[config.mk]
export PLATFORM = sky130hd
export DESIGN_NAME = pisr_top
export DESIGN_NICKNAME = d
export VERILOG_FILES = /design/src/common/pisr_pkg.sv /design/src/hdl/pisr_core_merge.sv /design/src/hdl/pisr_c1e_ramp.sv /design/src/hdl/pisr_top.sv
export VERILOG_INCLUDE_DIRS = /design/src /design/src/common
export SDC_FILE = /design/constraint.sdc
export NUM_CORES = 1
export LEC_CHECK = 0
export ABC_AREA = 0
export BUFFER_PORTS_ARGS = -buffer_cell sky130_fd_sc_hd__clkbuf_2
export CAP_MARGIN = 10
export CORE_MARGIN = 4
export CORE_UTILIZATION = 50
export DETAILED_ROUTE_END_ITERATION = 12
export PLACE_DENSITY = 0.84
export SYNTH_ARGS = -nofsm -noshare
export SYNTH_HDL_FRONTEND = slang
export SYNTH_SLANG_ARGS = --single-unit
[constraint.sdc]
create_clock -name clk -period 10 [get_ports clk]
set_input_delay 2 -clock clk [delete_from_list [all_inputs] [get_ports clk]]
set_output_delay 2 -clock clk [all_outputs]
set_load 0.05 [all_outputs]
[src/common/pisr_regs.svh]
/*
 * Named codes and timing figures of the package idle state resolver.
 * Assumes inclusion by bare name from the common folder.
 */
`ifndef PISR_REGS_SVH
`define PISR_REGS_SVH

// ****************************************************************
// Core idle state codes, numerically ordered by depth
// ****************************************************************
`define PISR_CC0 3'h0
`define PISR_CC1 3'h1
`define PISR_CC3 3'h3
`define PISR_CC6 3'h6
`define PISR_CC7 3'h7

// ****************************************************************
// Sizes
// ****************************************************************
`define PISR_NCORES 4
`define PISR_CIDX_W 2

// ****************************************************************
// Timing
// ****************************************************************
`define PISR_CLK_MHZ 100
// Settle time between clock step and voltage step
`define PISR_RAMP_NS 100

`endif

[src/common/pisr_pkg.sv]
/*
 * Types shared by the package idle state resolver modules.
 * Assumes nothing of its surroundings.
 */
package pisr_pkg;

	// Codes rise with depth so depth compares numerically
	typedef enum logic [2:0]
	{
		PKG_C0 = 3'b000,
		PKG_C1 = 3'b001,
		PKG_ENHANCED_IDLE = 3'b010,
		PKG_C2 = 3'b011,
		PKG_C3 = 3'b100,
		PKG_C6 = 3'b101,
		PKG_C7 = 3'b110
	} pisr_pstate_t;

	typedef enum logic [2:0]
	{
		SEQ_RUN = 3'b000,
		SEQ_ACTIVE = 3'b001,
		SEQ_REENTER = 3'b010,
		SEQ_MEM = 3'b011,
		SEQ_HOLD = 3'b100
	} pisr_seq_t;

	typedef enum logic [1:0]
	{
		RAMP_HIGH = 2'b00,
		RAMP_CLK_LOW = 2'b01,
		RAMP_VOLT_LOW = 2'b10,
		RAMP_VOLT_UP = 2'b11
	} pisr_ramp_t;

endpackage

[src/hdl/pisr_core_merge.sv]
/*
 * Merges two idle state requests into the shallower one.
 * Assumes both inputs use the numerically ordered core codes.
 */
`timescale 1ns/1ps
`include "pisr_regs.svh"

module pisr_core_merge
(
	input logic [2:0] a_state,
	input logic a_hint,
	input logic [2:0] b_state,
	input logic b_hint,
	output logic [2:0] m_state,
	output logic m_hint
);

	// Smallest number wins; C7 survives only if both sides are C7
	assign m_state = (a_state < b_state) ? a_state : b_state;
	assign m_hint = a_hint & b_hint;

endmodule // pisr_core_merge

[src/hdl/pisr_c1e_ramp.sv]
/*
 * Enhanced C1 power sequencer: clock down, then voltage down.
 * Assumes the request level comes from a flip-flop on the same clock.
 */
`timescale 1ns/1ps
`include "pisr_regs.svh"

module pisr_enhanced_idle_ramp
(
	input logic clk,
	input logic resetn,
	input logic enter,
	output logic clk_min_r,
	output logic volt_low_r
);
	import pisr_pkg::*;

	localparam int SETTLE = (`PISR_RAMP_NS * `PISR_CLK_MHZ + 999) / 1000;
	localparam logic [7:0] SETTLE_C = 8'(SETTLE < 1 ? 1 : SETTLE);

	typedef struct packed
	{
		pisr_ramp_t ph;
		logic [7:0] cnt;
		logic clk_min;
		logic volt_low;
	} pisr_ramp_st_t;

	pisr_ramp_st_t st_r;
	pisr_ramp_st_t st_nxt;

	always_comb
	begin
		st_nxt = st_r;
		if (st_r.cnt != 8'h00)
			st_nxt.cnt = st_r.cnt - 8'h01;
		case (st_r.ph)
			RAMP_HIGH:
				if (enter)
				begin
					st_nxt.clk_min = 1'b1;
					st_nxt.cnt = SETTLE_C;
					st_nxt.ph = RAMP_CLK_LOW;
				end
			RAMP_CLK_LOW:
				if (!enter)
				begin
					st_nxt.clk_min = 1'b0;
					st_nxt.ph = RAMP_HIGH;
				end
				else if (st_r.cnt == 8'h00)
				begin
					st_nxt.volt_low = 1'b1;
					st_nxt.ph = RAMP_VOLT_LOW;
				end
			RAMP_VOLT_LOW:
				if (!enter)
				begin
					// Voltage must be back before the clock speeds up
					st_nxt.volt_low = 1'b0;
					st_nxt.cnt = SETTLE_C;
					st_nxt.ph = RAMP_VOLT_UP;
				end
			default:
				if (st_r.cnt == 8'h00)
				begin
					st_nxt.clk_min = 1'b0;
					st_nxt.ph = RAMP_HIGH;
				end
		endcase
	end

	always_ff @(posedge clk)
	begin
		if (!resetn)
			st_r <= '0;
		else
			st_r <= st_nxt;
	end

	assign clk_min_r = st_r.clk_min;
	assign volt_low_r = st_r.volt_low;

endmodule // pisr_enhanced_idle_ramp

[src/hdl/pisr_top.sv]
/*
 * Package idle state resolver: merges core requests, applies platform
 * permission and limits, and handles wake and memory break events.
 * Assumes all inputs are synchronous to clk; the platform holds its
 * permission inputs stable until plat_ack pulses.
 */
`timescale 1ns/1ps
`include "pisr_regs.svh"

module pisr_top
(
	input logic clk,
	input logic resetn,
	input logic [2:0] core0_state,
	input logic [2:0] core1_state,
	input logic [2:0] core2_state,
	input logic [2:0] core3_state,
	input logic [`PISR_NCORES-1:0] core_enhanced_idle_hint,
	input logic gfx_deep,
	input logic enh_idle_enable,
	input logic auto_promote_enable,
	input logic pkg_limit_c1,
	input logic latency_limit_c2,
	input logic discrete_gfx,
	input logic c7_efficient,
	input pisr_pkg::pisr_pstate_t plat_allow,
	input logic plat_hold,
	input pisr_pkg::pisr_pstate_t plat_hold_state,
	input logic mem_req,
	input logic mem_outstanding,
	input logic wake_valid,
	input logic [`PISR_CIDX_W-1:0] wake_core,
	input logic wake_masked,
	output pisr_pkg::pisr_pstate_t pkg_state_r,
	output logic [`PISR_NCORES-1:0] core_power_up_r,
	output logic wake_fwd_r,
	output logic [`PISR_CIDX_W-1:0] wake_fwd_core_r,
	output logic plat_ack_r,
	output logic llc_flush_allow_r,
	output logic sa_power_off_r,
	output logic core_clk_min_r,
	output logic core_volt_low_r
);
	import pisr_pkg::*;

	// ****************************************************************
	// State
	// ****************************************************************
	typedef struct packed
	{
		pisr_pstate_t pkg;
		pisr_pstate_t prev;
		pisr_seq_t seq;
		logic [`PISR_CIDX_W-1:0] woken;
		logic [`PISR_NCORES-1:0] power_up;
		logic wake_fwd;
		logic plat_ack;
		pisr_pstate_t allow_q;
		logic hold_q;
		pisr_pstate_t hold_state_q;
		logic llc_flush;
		logic sa_off;
	} pisr_st_t;

	pisr_st_t st_r;
	pisr_st_t st_nxt;

	// ****************************************************************
	// Core request merge tree
	// ****************************************************************
	logic [2:0] core_st [`PISR_NCORES];
	logic [2:0] m01_state;
	logic [2:0] m23_state;
	logic [2:0] min_state;
	logic m01_hint;
	logic m23_hint;
	logic all_hint;

	assign core_st[0] = core0_state;
	assign core_st[1] = core1_state;
	assign core_st[2] = core2_state;
	assign core_st[3] = core3_state;

	pisr_core_merge u_m01
	(
		.a_state(core0_state),
		.a_hint(core_enhanced_idle_hint[0]),
		.b_state(core1_state),
		.b_hint(core_enhanced_idle_hint[1]),
		.m_state(m01_state),
		.m_hint(m01_hint)
	);

	pisr_core_merge u_m23
	(
		.a_state(core2_state),
		.a_hint(core_enhanced_idle_hint[2]),
		.b_state(core3_state),
		.b_hint(core_enhanced_idle_hint[3]),
		.m_state(m23_state),
		.m_hint(m23_hint)
	);

	pisr_core_merge u_mall
	(
		.a_state(m01_state),
		.a_hint(m01_hint),
		.b_state(m23_state),
		.b_hint(m23_hint),
		.m_state(min_state),
		.m_hint(all_hint)
	);

	// ****************************************************************
	// Target package state
	// ****************************************************************
	pisr_pstate_t tgt;
	pisr_pstate_t c1_kind;
	logic is_deep;

	always_comb
	begin
		// Explicit hints, auto-promotion, or the C1 cap on deeper cores
		if (enh_idle_enable && (all_hint || auto_promote_enable ||
			min_state > `PISR_CC1))
			c1_kind = PKG_ENHANCED_IDLE;
		else
			c1_kind = PKG_C1;
		if (min_state == `PISR_CC0)
			tgt = PKG_C0;
		else if (min_state == `PISR_CC1 || pkg_limit_c1)
			tgt = c1_kind;
		else if (!gfx_deep)
			// Busy graphics keeps memory live; stop at the core level
			tgt = c1_kind;
		else if (latency_limit_c2)
			tgt = PKG_C2;
		else if (min_state == `PISR_CC3)
			tgt = PKG_C3;
		else if (min_state == `PISR_CC6)
			tgt = PKG_C6;
		else if (discrete_gfx || !c7_efficient)
			tgt = PKG_C6;
		else
			tgt = PKG_C7;
		// Permission caps depth; C0 allowed means none granted
		if (st_r.allow_q == PKG_C0)
			tgt = PKG_C0;
		else if (tgt > st_r.allow_q)
			tgt = st_r.allow_q;
	end

	assign is_deep = (st_r.pkg >= PKG_C3);

	// ****************************************************************
	// Sequencer
	// ****************************************************************
	always_comb
	begin
		st_nxt = st_r;
		st_nxt.power_up = '0;
		st_nxt.wake_fwd = 1'b0;
		// Permission is sampled once per change and acknowledged
		st_nxt.allow_q = plat_allow;
		st_nxt.hold_q = plat_hold;
		st_nxt.hold_state_q = plat_hold_state;
		st_nxt.plat_ack = (plat_allow != st_r.allow_q) ||
			(plat_hold != st_r.hold_q) ||
			(plat_hold_state != st_r.hold_state_q);
		case (st_r.seq)
			SEQ_RUN:
				if (wake_valid && st_r.pkg != PKG_C0)
				begin
					st_nxt.prev = st_r.pkg;
					st_nxt.power_up[wake_core] = 1'b1;
					st_nxt.wake_fwd = 1'b1;
					st_nxt.woken = wake_core;
					st_nxt.pkg = PKG_C0;
					if (wake_masked)
						st_nxt.seq = SEQ_REENTER;
					else
						st_nxt.seq = SEQ_ACTIVE;
				end
				else if (mem_req && is_deep)
				begin
					st_nxt.prev = st_r.pkg;
					if (st_r.hold_q)
					begin
						st_nxt.pkg = st_r.hold_state_q;
						st_nxt.seq = SEQ_HOLD;
					end
					else
					begin
						st_nxt.pkg = PKG_C2;
						st_nxt.seq = SEQ_MEM;
					end
				end
				else
					st_nxt.pkg = tgt;
			SEQ_ACTIVE:
				// Hold C0 until the woken core reports itself active
				if (core_st[st_r.woken] == `PISR_CC0)
					st_nxt.seq = SEQ_RUN;
			SEQ_REENTER:
			begin
				st_nxt.pkg = st_r.prev;
				st_nxt.seq = SEQ_RUN;
			end
			SEQ_MEM:
				if (st_r.hold_q)
				begin
					st_nxt.pkg = st_r.hold_state_q;
					st_nxt.seq = SEQ_HOLD;
				end
				else if (!mem_outstanding && !mem_req)
				begin
					st_nxt.pkg = st_r.prev;
					st_nxt.seq = SEQ_RUN;
				end
			default:
				if (!st_r.hold_q)
				begin
					st_nxt.pkg = st_r.prev;
					st_nxt.seq = SEQ_RUN;
				end
		endcase
		// Returns to an old state never outrun the live resolution:
		// an active core or a withdrawn grant wins
		if (st_nxt.pkg > tgt)
			st_nxt.pkg = tgt;
		// Cache kept while any core wants C6; only all-C7 may flush
		st_nxt.llc_flush = (st_nxt.pkg == PKG_C7) ||
			(st_nxt.pkg == PKG_C6 && min_state == `PISR_CC7);
		st_nxt.sa_off = (st_nxt.pkg == PKG_C7);
	end

	always_ff @(posedge clk)
	begin
		if (!resetn)
		begin
			st_r <= '0;
		end
		else
			st_r <= st_nxt;
	end

	// ****************************************************************
	// Enhanced C1 power sequencing
	// ****************************************************************
	pisr_enhanced_idle_ramp u_ramp
	(
		.clk(clk),
		.resetn(resetn),
		.enter(st_r.pkg == PKG_ENHANCED_IDLE),
		.clk_min_r(core_clk_min_r),
		.volt_low_r(core_volt_low_r)
	);

	// ****************************************************************
	// Outputs
	// ****************************************************************
	assign pkg_state_r = st_r.pkg;
	assign core_power_up_r = st_r.power_up;
	assign wake_fwd_r = st_r.wake_fwd;
	assign wake_fwd_core_r = st_r.woken;
	assign plat_ack_r = st_r.plat_ack;
	assign llc_flush_allow_r = st_r.llc_flush;
	assign sa_power_off_r = st_r.sa_off;

endmodule // pisr_top

# Word-level counts from Yosys, hierarchy flattened
# Index checks and enable logic that the tools add are counted.
# word_totals
regBits	38
output_inout_bits	15
inputBits	38
# classes
n_eq_ne	25
add_sub_neg	1
muxes	49
bitwise_logic	5
reduce_logical	36
n_lt_le_gt_ge	10
# ops
operator	n
3-bit two-way mux	22
3-bit case mux with 4 select lines	2
2-bit two-way mux	8
8-bit case mux with 2 select lines	1
4-bit AND reduction	4
3-bit by 2-bit == test with 1-bit output, second input constant	4
3-bit == test, second input constant	4
3-bit zero test	4
11-bit two-way mux	1
10-bit two-way mux	1
3-bit < comparator	3
9-bit two-way mux	1
3-bit != test, second input constant	3
8-bit zero test	1
8-bit two-way mux	1
8-bit nonzero test	1
8-bit by 1-bit subtractor with 8-bit output, second input constant	1
1-bit logical OR	7
3-bit binary-select mux with 2-bit select	1
3-bit by 1-bit == test with 1-bit output, second input constant	2
3-bit >= comparator, second input constant	2
3-bit > comparator	2
1-bit logical AND	6
1-bit two-way mux	6
other kinds (25)	38

# Depth between registers and ports, before layout
# depth
word_depth	22
ltp_mapped	31
ltp_nobuf	31

# By module
# Synthesis repeated with hierarchy kept, for this count alone.
# unflattened
cells_unflattened	333
area_unflattened_um2	2713.9
# modules_own_cells
module	seq_area_each_um2	area_each_um2	instances	cells_per_inst
pisr_top	520.5	1808.0	1	224
pisr_enhanced_idle_ramp	240.2	613.1	1	70
pisr_core_merge	0.0	97.6	3	13

# Worst setup path after synthesis
# OpenSTA, ideal clock, no wires.
# synth_path
path_type	input to register
startpoint	input core1_state[2]
endpoint	register st_r, in the netlist llc_flush_allow_r
required_ns	9.883
cell_stages	30
arrival_ns	7.112
setup_ns	0.117
n_path_buf	0
slack_ns	2.771
cell_sequence	inv_1 ha_1 nand2_1 o21ai_1 mux2i_1 inv_1 ha_1 nor2_1 o21bai_1 nor3_1 o22ai_2 o22ai_4 a221o_1 and3_2 ha_1 nor2b_1 o21ai_0 a32oi_2 o21ai_1 a41oi_1 a31oi_1 nor2_1 a31oi_1 ha_1 o21ai_0 a32o_1 a22o_1 a31oi_2 o21ba_1 a22o_1
# synth_between
elab_chain_len	22
# synth_rtl
element	line	source
from (decl)	pisr_top.sv:15	input logic [2:0] core1_state,
3-bit < comparator	pisr_core_merge.sv:19	assign m_state = (a_state < b_state) ? a_state : b_state;
3-bit two-way mux *	pisr_core_merge.sv:19	
3-bit < comparator	pisr_core_merge.sv:19	
3-bit two-way mux *	pisr_core_merge.sv:19	
3-bit by 1-bit > comparator with 1-bit output (no source line) / 3-bit == test (equally long branches)	--	
1-bit logical OR (no source line) / 2-bit two-way mux (equally long branches)	--	
1-bit logical AND / 2-bit two-way mux (equally long branches)	pisr_top.sv:124, pisr_top.sv:138	
2-bit two-way mux / 3-bit two-way mux (equally long branches)	pisr_top.sv:124, pisr_top.sv:136	
(+6 left out)	--	
3-bit two-way mux	pisr_top.sv:184	else if (mem_req && is_deep)
9-bit two-way mux	pisr_top.sv:172	if (wake_valid && st_r.pkg != PKG_C0)
3-bit case mux with 4 select lines	pisr_top.sv:170	case (st_r.seq)
3-bit > comparator	pisr_top.sv:229	if (st_nxt.pkg > tgt)
3-bit two-way mux	pisr_top.sv:229	
3-bit == test	pisr_top.sv:233	(st_nxt.pkg == PKG_C6 && min_state == `PISR_CC7);
1-bit logical AND (no source line)	--	
1-bit logical OR *	pisr_top.sv:232	st_nxt.llc_flush = (st_nxt.pkg == PKG_C7) ||
to (signal assigned)	pisr_top.sv:244	st_r <= st_nxt;
to (decl)	pisr_top.sv:65	pisr_st_t st_r;
# Mark *: on every way between the ends. The rest lies on a longest branch, timed or not.
# A chain may end at the register's enable or synchronous reset.

# Worst setup path after layout
# layout_path
startpoint	input core1_state[2]
endpoint	register st_r, in the netlist sa_power_off_r
# layout_between
elab_chain_len	20
# layout_rtl
element	line	source
3-bit < comparator	pisr_core_merge.sv:19	
3-bit two-way mux *	pisr_core_merge.sv:19	
3-bit < comparator	pisr_core_merge.sv:19	
3-bit two-way mux *	pisr_core_merge.sv:19	
3-bit by 1-bit > comparator with 1-bit output (no source line) / 3-bit == test (equally long branches)	--	
1-bit logical OR (no source line) / 2-bit two-way mux (equally long branches)	--	
1-bit logical AND / 2-bit two-way mux (equally long branches)	pisr_top.sv:124, pisr_top.sv:138	
2-bit two-way mux / 3-bit two-way mux (equally long branches)	pisr_top.sv:124, pisr_top.sv:136	
(+4 left out)	--	
3-bit two-way mux *	pisr_top.sv:149	else if (tgt > st_r.allow_q)
3-bit two-way mux *	pisr_top.sv:147	if (st_r.allow_q == PKG_C0)
3-bit two-way mux	pisr_top.sv:184	
9-bit two-way mux	pisr_top.sv:172	
3-bit case mux with 4 select lines	pisr_top.sv:170	
3-bit > comparator	pisr_top.sv:229	
3-bit two-way mux *	pisr_top.sv:229	
3-bit == test *	pisr_top.sv:234	st_nxt.sa_off = (st_nxt.pkg == PKG_C7);
# Marked as above.

==> reports/qor.csv <==
stage;metric;value;unit
floorplan;area of the die;0.006751;mm2
cells_and_area;final antenna diode count;0;
route;drt total wl;6.070;mm
cells_and_area;Final Util;59.16;%
route;antenna-violating nets left;0;
setup_path;Crit path max-delay family;compound AO/OA/AOI/OAI gates;
power_and_ir_drop;clock share of power;15.6;%
cells_and_area;area used by multi-input combinational logic;0.001797;mm2
cells_and_area;register cell area after layout;760.7;um2
timing;Pins Over Slew Limit;0;
timing;Total Negative Setup Slacks;0;ns
grt;pin count of the biggest net entering global routing;18;
synth;number of enable flip-flop cells after synthesis;0;
setup_path;cell with the most instances on the worst path;sky130_fd_sc_hd__ha_1;
timing;worst clock skew;0.005814;ns
setup_path;critical-path maximum fanout;10;
grt;via count of the first global-routing pass;2344;
synth;Async S/R FF share, synth;0;%
clocking;post-cts repair resize count;0;
synth;number of nets in the synthesized netlist;396;
synth;Cells after Synth;342;
hold_path;hold-critical path depth;2;
setup_path;r2r startpoint;st_r[7]$_SDFF_PN0_;
placed_design;Port Buffers;52;
clocking;number of buffers added by the clock tree synthesis step;5;
timing;Slew HR;46.91;%
outcome;outcome;finished, final reports clean;
setup_path;Register-to-Register Path Depth;17;
clocking;source-to-sink clock delay at the later pin of the worst-skew pair;0.29;ns
timing;number of setup violations in the final report;0;
cells_and_area;area growth from synthesis to layout;11.97;%
setup_path;r2r endpoint;sa_power_off_r$_SDFF_PN0_;
setup_path;depth of the critical timing path with buffers and inverters included;31;
route;via/cell ratio;5.540;
timing;setup repair after global routing missed its margin;no;
clocking;hold-fix buffer count after cts;0;
setup_path;endpoint of the most critical setup path;sa_power_off_r$_SDFF_PN0_;
timing;Final Hold Slack;0.4763;ns
power_and_ir_drop;switching power as a share of total power;44.43;%
floorplan;width of the die;82.17;um
synth;most common flop cell mapped by yosys;sky130_fd_sc_hd__dfxtp_1;
placed_design;dpl cells;446;
setup_path;Worst setup startpoint;core1_state[2];
hold_path;path class of the lowest-slack min-delay path;reg2reg;
grt;most crowded layer after global routing;met2;
synth;Yosys reg bits;38;
clocking;# clock sinks;38;
synth;post-synthesis area per instance;8.041;um2
cells_and_area;fill count;482;
timing;transition time of the tightest slew-check pin;0.7946;ns
power_and_ir_drop;Sequential Power Share;31.6;%
synth;cell area after technology mapping;0.002750;mm2
route;number of vias in the routed layout;2515;
power_and_ir_drop;fraction of power consumed by combinational cells;52.8;%
power_and_ir_drop;VDD IR-drop max;148.3;uV
clocking;clk root buf;sky130_fd_sc_hd__clkbuf_8;
floorplan;area inside the core boundary;0.005205;mm2
power_and_ir_drop;static leakage;0.001294;uW
clocking;TritonCTS clock tree;built;
timing;Fin. Hold Viols;0;
cells_and_area;filler-free cell count of the finished design;454;
cells_and_area;layout cells sized above 1;22.14;%
setup_path;required time worst endpoint;10.23;ns
timing;minimum clock period after layout;7.758;ns
flow_run;Max-Cap Viols;0;
grt;global route overflow;0;
setup_path;total buffers and inverters traversed by the critical path;3;
grt;wire length of the first global-routing pass;10.43;mm
clocking;clock slew at reported path FFs;0.07;ns
route;final routed DRC violation total;0;
setup_path;startpoint kind of the worst setup timing path;input pin;
grt;initial antenna violation count;0;
synth;count of different cell masters after synthesis;72;
floorplan;effective utilization at floorplan;52.84;%
grt;combined global-route utilization of all metal layers;19.69;%
cells_and_area;Finished Cell Area;0.003079;mm2
setup_path;cell at the slowest stage of the critical path;sky130_fd_sc_hd__a32oi_2;
power_and_ir_drop;power spent charging and discharging nets;304.0;uW
clocking;number of buffers on the longest clock path;2;
route;WL/cell;13.37;um
placed_design;HPWL Detailed;4.829;mm
floorplan;number of placement rows;26;
power_and_ir_drop;Power Dens Cells;222.2;mW/mm2
route;Detailed Routing Iterations Pass 1;4;
setup_path;Worst Path Arrival;7.99;ns
cells_and_area;number of nets in the finished design;437;
power_and_ir_drop;Internal;380.2;uW
timing;fmax;0.1289;GHz
setup_path;setup slack on the worst flop-to-flop path;6.07;ns
synth;Syn. warnings;0;
clocking;total number of H-tree levels;2;
grt;M1 GR Usage;26.29;%
setup_path;kind of critical path;in2reg;
timing;part of the cycle the worst path needs;77.58;%
placed_design;weighted congestion at the end of routability-driven global placement;0.8742;
grt;met2 Resource Use GR;31.58;%
floorplan;I/O pin count;53;
synth;sequential share of the synthesized area;27.66;%
placed_design;post-place instance area;0.002988;mm2
setup_path;type of destination of the critical path;flip-flop;
route;DRC marker count from the first detailed-route iteration;151;
setup_path;maximum cell stage delay along the critical path;0.40;ns
grt;fraction of met3 tracks used by global routing;5.315;%
clocking;number of post-CTS setup repair buffers;0;
floorplan;vertical die dimension;82.17;um
worst reg2reg max path, cell delays in order (launching register included):
cell and delay, ns:
sky130_fd_sc_hd__dfxtp_1 0.45, sky130_fd_sc_hd__inv_1 0.10, sky130_fd_sc_hd__ha_1 0.31, sky130_fd_sc_hd__nor2b_1 0.12
sky130_fd_sc_hd__o21ai_0 0.10, sky130_fd_sc_hd__a32oi_2 0.40, sky130_fd_sc_hd__o21ai_1 0.21, sky130_fd_sc_hd__a41oi_1 0.26
sky130_fd_sc_hd__a31oi_1 0.12, sky130_fd_sc_hd__nor2_1 0.11, sky130_fd_sc_hd__a31oi_1 0.05, sky130_fd_sc_hd__ha_1 0.33
sky130_fd_sc_hd__o21ai_0 0.11, sky130_fd_sc_hd__a32o_1 0.27, sky130_fd_sc_hd__and2_1 0.21, sky130_fd_sc_hd__a2111oi_4 0.36
sky130_fd_sc_hd__o21ba_1 0.21, sky130_fd_sc_hd__and2_1 0.15
metal layers:
metal	up-vias	wire length (um)	part of all wire (%)
met5	-	0	0
met4	0	61	1.0
met3	6	364	6.0
met2	66	2794	46
met1	1141	2848	47
li1	1302	-	-
worst min path at each step:
stage	startpoint	slack, ns	end
2_1_floorplan	u_ramp.st_r[9]$_SDFF_PN0_	0.45	u_ramp.st_r[8]$_SDFF_PN0_
3_3_place_gp	u_ramp.st_r[9]$_SDFF_PN0_	0.46	u_ramp.st_r[8]$_SDFF_PN0_
3_5_place_dp	u_ramp.st_r[9]$_SDFF_PN0_	0.47	u_ramp.st_r[8]$_SDFF_PN0_
4_1_cts	u_ramp.st_r[9]$_SDFF_PN0_	0.48	u_ramp.st_r[8]$_SDFF_PN0_
5_1_grt	u_ramp.st_r[9]$_SDFF_PN0_	0.53	u_ramp.st_r[8]$_SDFF_PN0_
6_report	u_ramp.st_r[9]$_SDFF_PN0_	0.48	u_ramp.st_r[8]$_SDFF_PN0_
cells in the mapped netlist (2+ instances only):
cell	instances	area [um2]
sky130_fd_sc_hd__a21oi_2	2	17.52
sky130_fd_sc_hd__o211ai_1	3	22.52
sky130_fd_sc_hd__inv_1	22	82.58
sky130_fd_sc_hd__mux2i_1	6	60.06
sky130_fd_sc_hd__a22o_1	2	17.52
sky130_fd_sc_hd__xnor2_1	5	43.79
sky130_fd_sc_hd__nor3_1	9	45.04
sky130_fd_sc_hd__o21ai_0	14	70.07
sky130_fd_sc_hd__nor2_2	2	12.51
sky130_fd_sc_hd__nand2b_1	4	25.02
sky130_fd_sc_hd__a211oi_1	4	30.03
sky130_fd_sc_hd__nor3b_1	3	22.52
sky130_fd_sc_hd__o2111ai_1	2	17.52
sky130_fd_sc_hd__nor2b_1	9	56.30
sky130_fd_sc_hd__nor4_1	9	56.30
sky130_fd_sc_hd__clkbuf_1	7	26.28
sky130_fd_sc_hd__nor2_1	33	123.9
sky130_fd_sc_hd__a21oi_1	25	125.1
sky130_fd_sc_hd__buf_4	9	67.56
sky130_fd_sc_hd__and3_1	2	12.51
sky130_fd_sc_hd__o21a_1	4	30.03
sky130_fd_sc_hd__a41oi_1	3	26.28
sky130_fd_sc_hd__a31oi_1	5	31.28
sky130_fd_sc_hd__o21ai_1	5	25.02
sky130_fd_sc_hd__ha_1	16	200.2
sky130_fd_sc_hd__a32o_1	2	20.02
sky130_fd_sc_hd__o21bai_1	3	22.52
sky130_fd_sc_hd__dfxtp_1	38	760.7
sky130_fd_sc_hd__nand3_1	5	25.02
sky130_fd_sc_hd__xor2_1	7	61.31
sky130_fd_sc_hd__and2_1	9	56.30
sky130_fd_sc_hd__nand2_1	33	123.9
placed cells by master (no fill, tap or decap), types with 14 or more instances in the layout:
| master | netlist | routed |
|---|---|---|
| sky130_fd_sc_hd__inv_1 | 22 | 22 |
| sky130_fd_sc_hd__o21ai_0 | 14 | 14 |
| sky130_fd_sc_hd__nor2_1 | 33 | 33 |
| sky130_fd_sc_hd__dfxtp_1 | 38 | 38 |
| sky130_fd_sc_hd__clkbuf_2 | 0 | 52 |
| sky130_fd_sc_hd__ha_1 | 16 | 16 |
| sky130_fd_sc_hd__a21oi_1 | 25 | 25 |
| sky130_fd_sc_hd__nand2_1 | 33 | 33 |
registers in the layout (all words and copies together), names as in the netlist:
name,count
core_power_up_r,4
u_ramp.volt_low_r,1
pkg_state_r,3
plat_ack_r,1
sa_power_off_r,1
wake_fwd_r,1
st_r,13
llc_flush_allow_r,1
wake_fwd_core_r,2
u_ramp.st_r,10
u_ramp.clk_min_r,1
cells by family (layout without fill, tap and decap cells):
group           after synthesis  after routing  synth area share [%]
simple gates                128            128                 23.29
buf+inv                      40             82                 7.006
mux                           8              8                 3.094
compound gates              100            100                 27.85
flops                        38             38                 27.66
fa+ha+maj                    16             16                 7.279
xor+xnor                     12             12                 3.822
through the flow:
stage / worst slack, ns / total power [uW]
6_report: 2.242 / 684.2
5_1_grt: 1.725 / 743.3
4_1_cts: 2.263 / 685.5
3_5_place_dp: 2.044 / 576.9
3_3_place_gp: 2.197 / 568.8
2_1_floorplan: 2.771 / 512.6
area by class of cell:
cell class | instances | share of cell area (%)
Sequential cell | 38 | 24.71
Tap cell | 70 | 2.844
Clock buffer | 7 | 2.804
Inverter | 22 | 2.682
Timing Repair Buffer | 52 | 8.452
Multi-Input combinational cell | 264 | 58.35
Clock inverter | 1 | 0.1625
power by group through the flow:
stage                     sequential, uW  combinational, uW  clock [uW]
after floorplan                      216                297           0
after global placement               217                351           0
after detailed placement             218                359           0
after CTS                            215                361         110
after global routing                 221                404         118
final                                216                361         107
(Power assumes the default switching activity.)
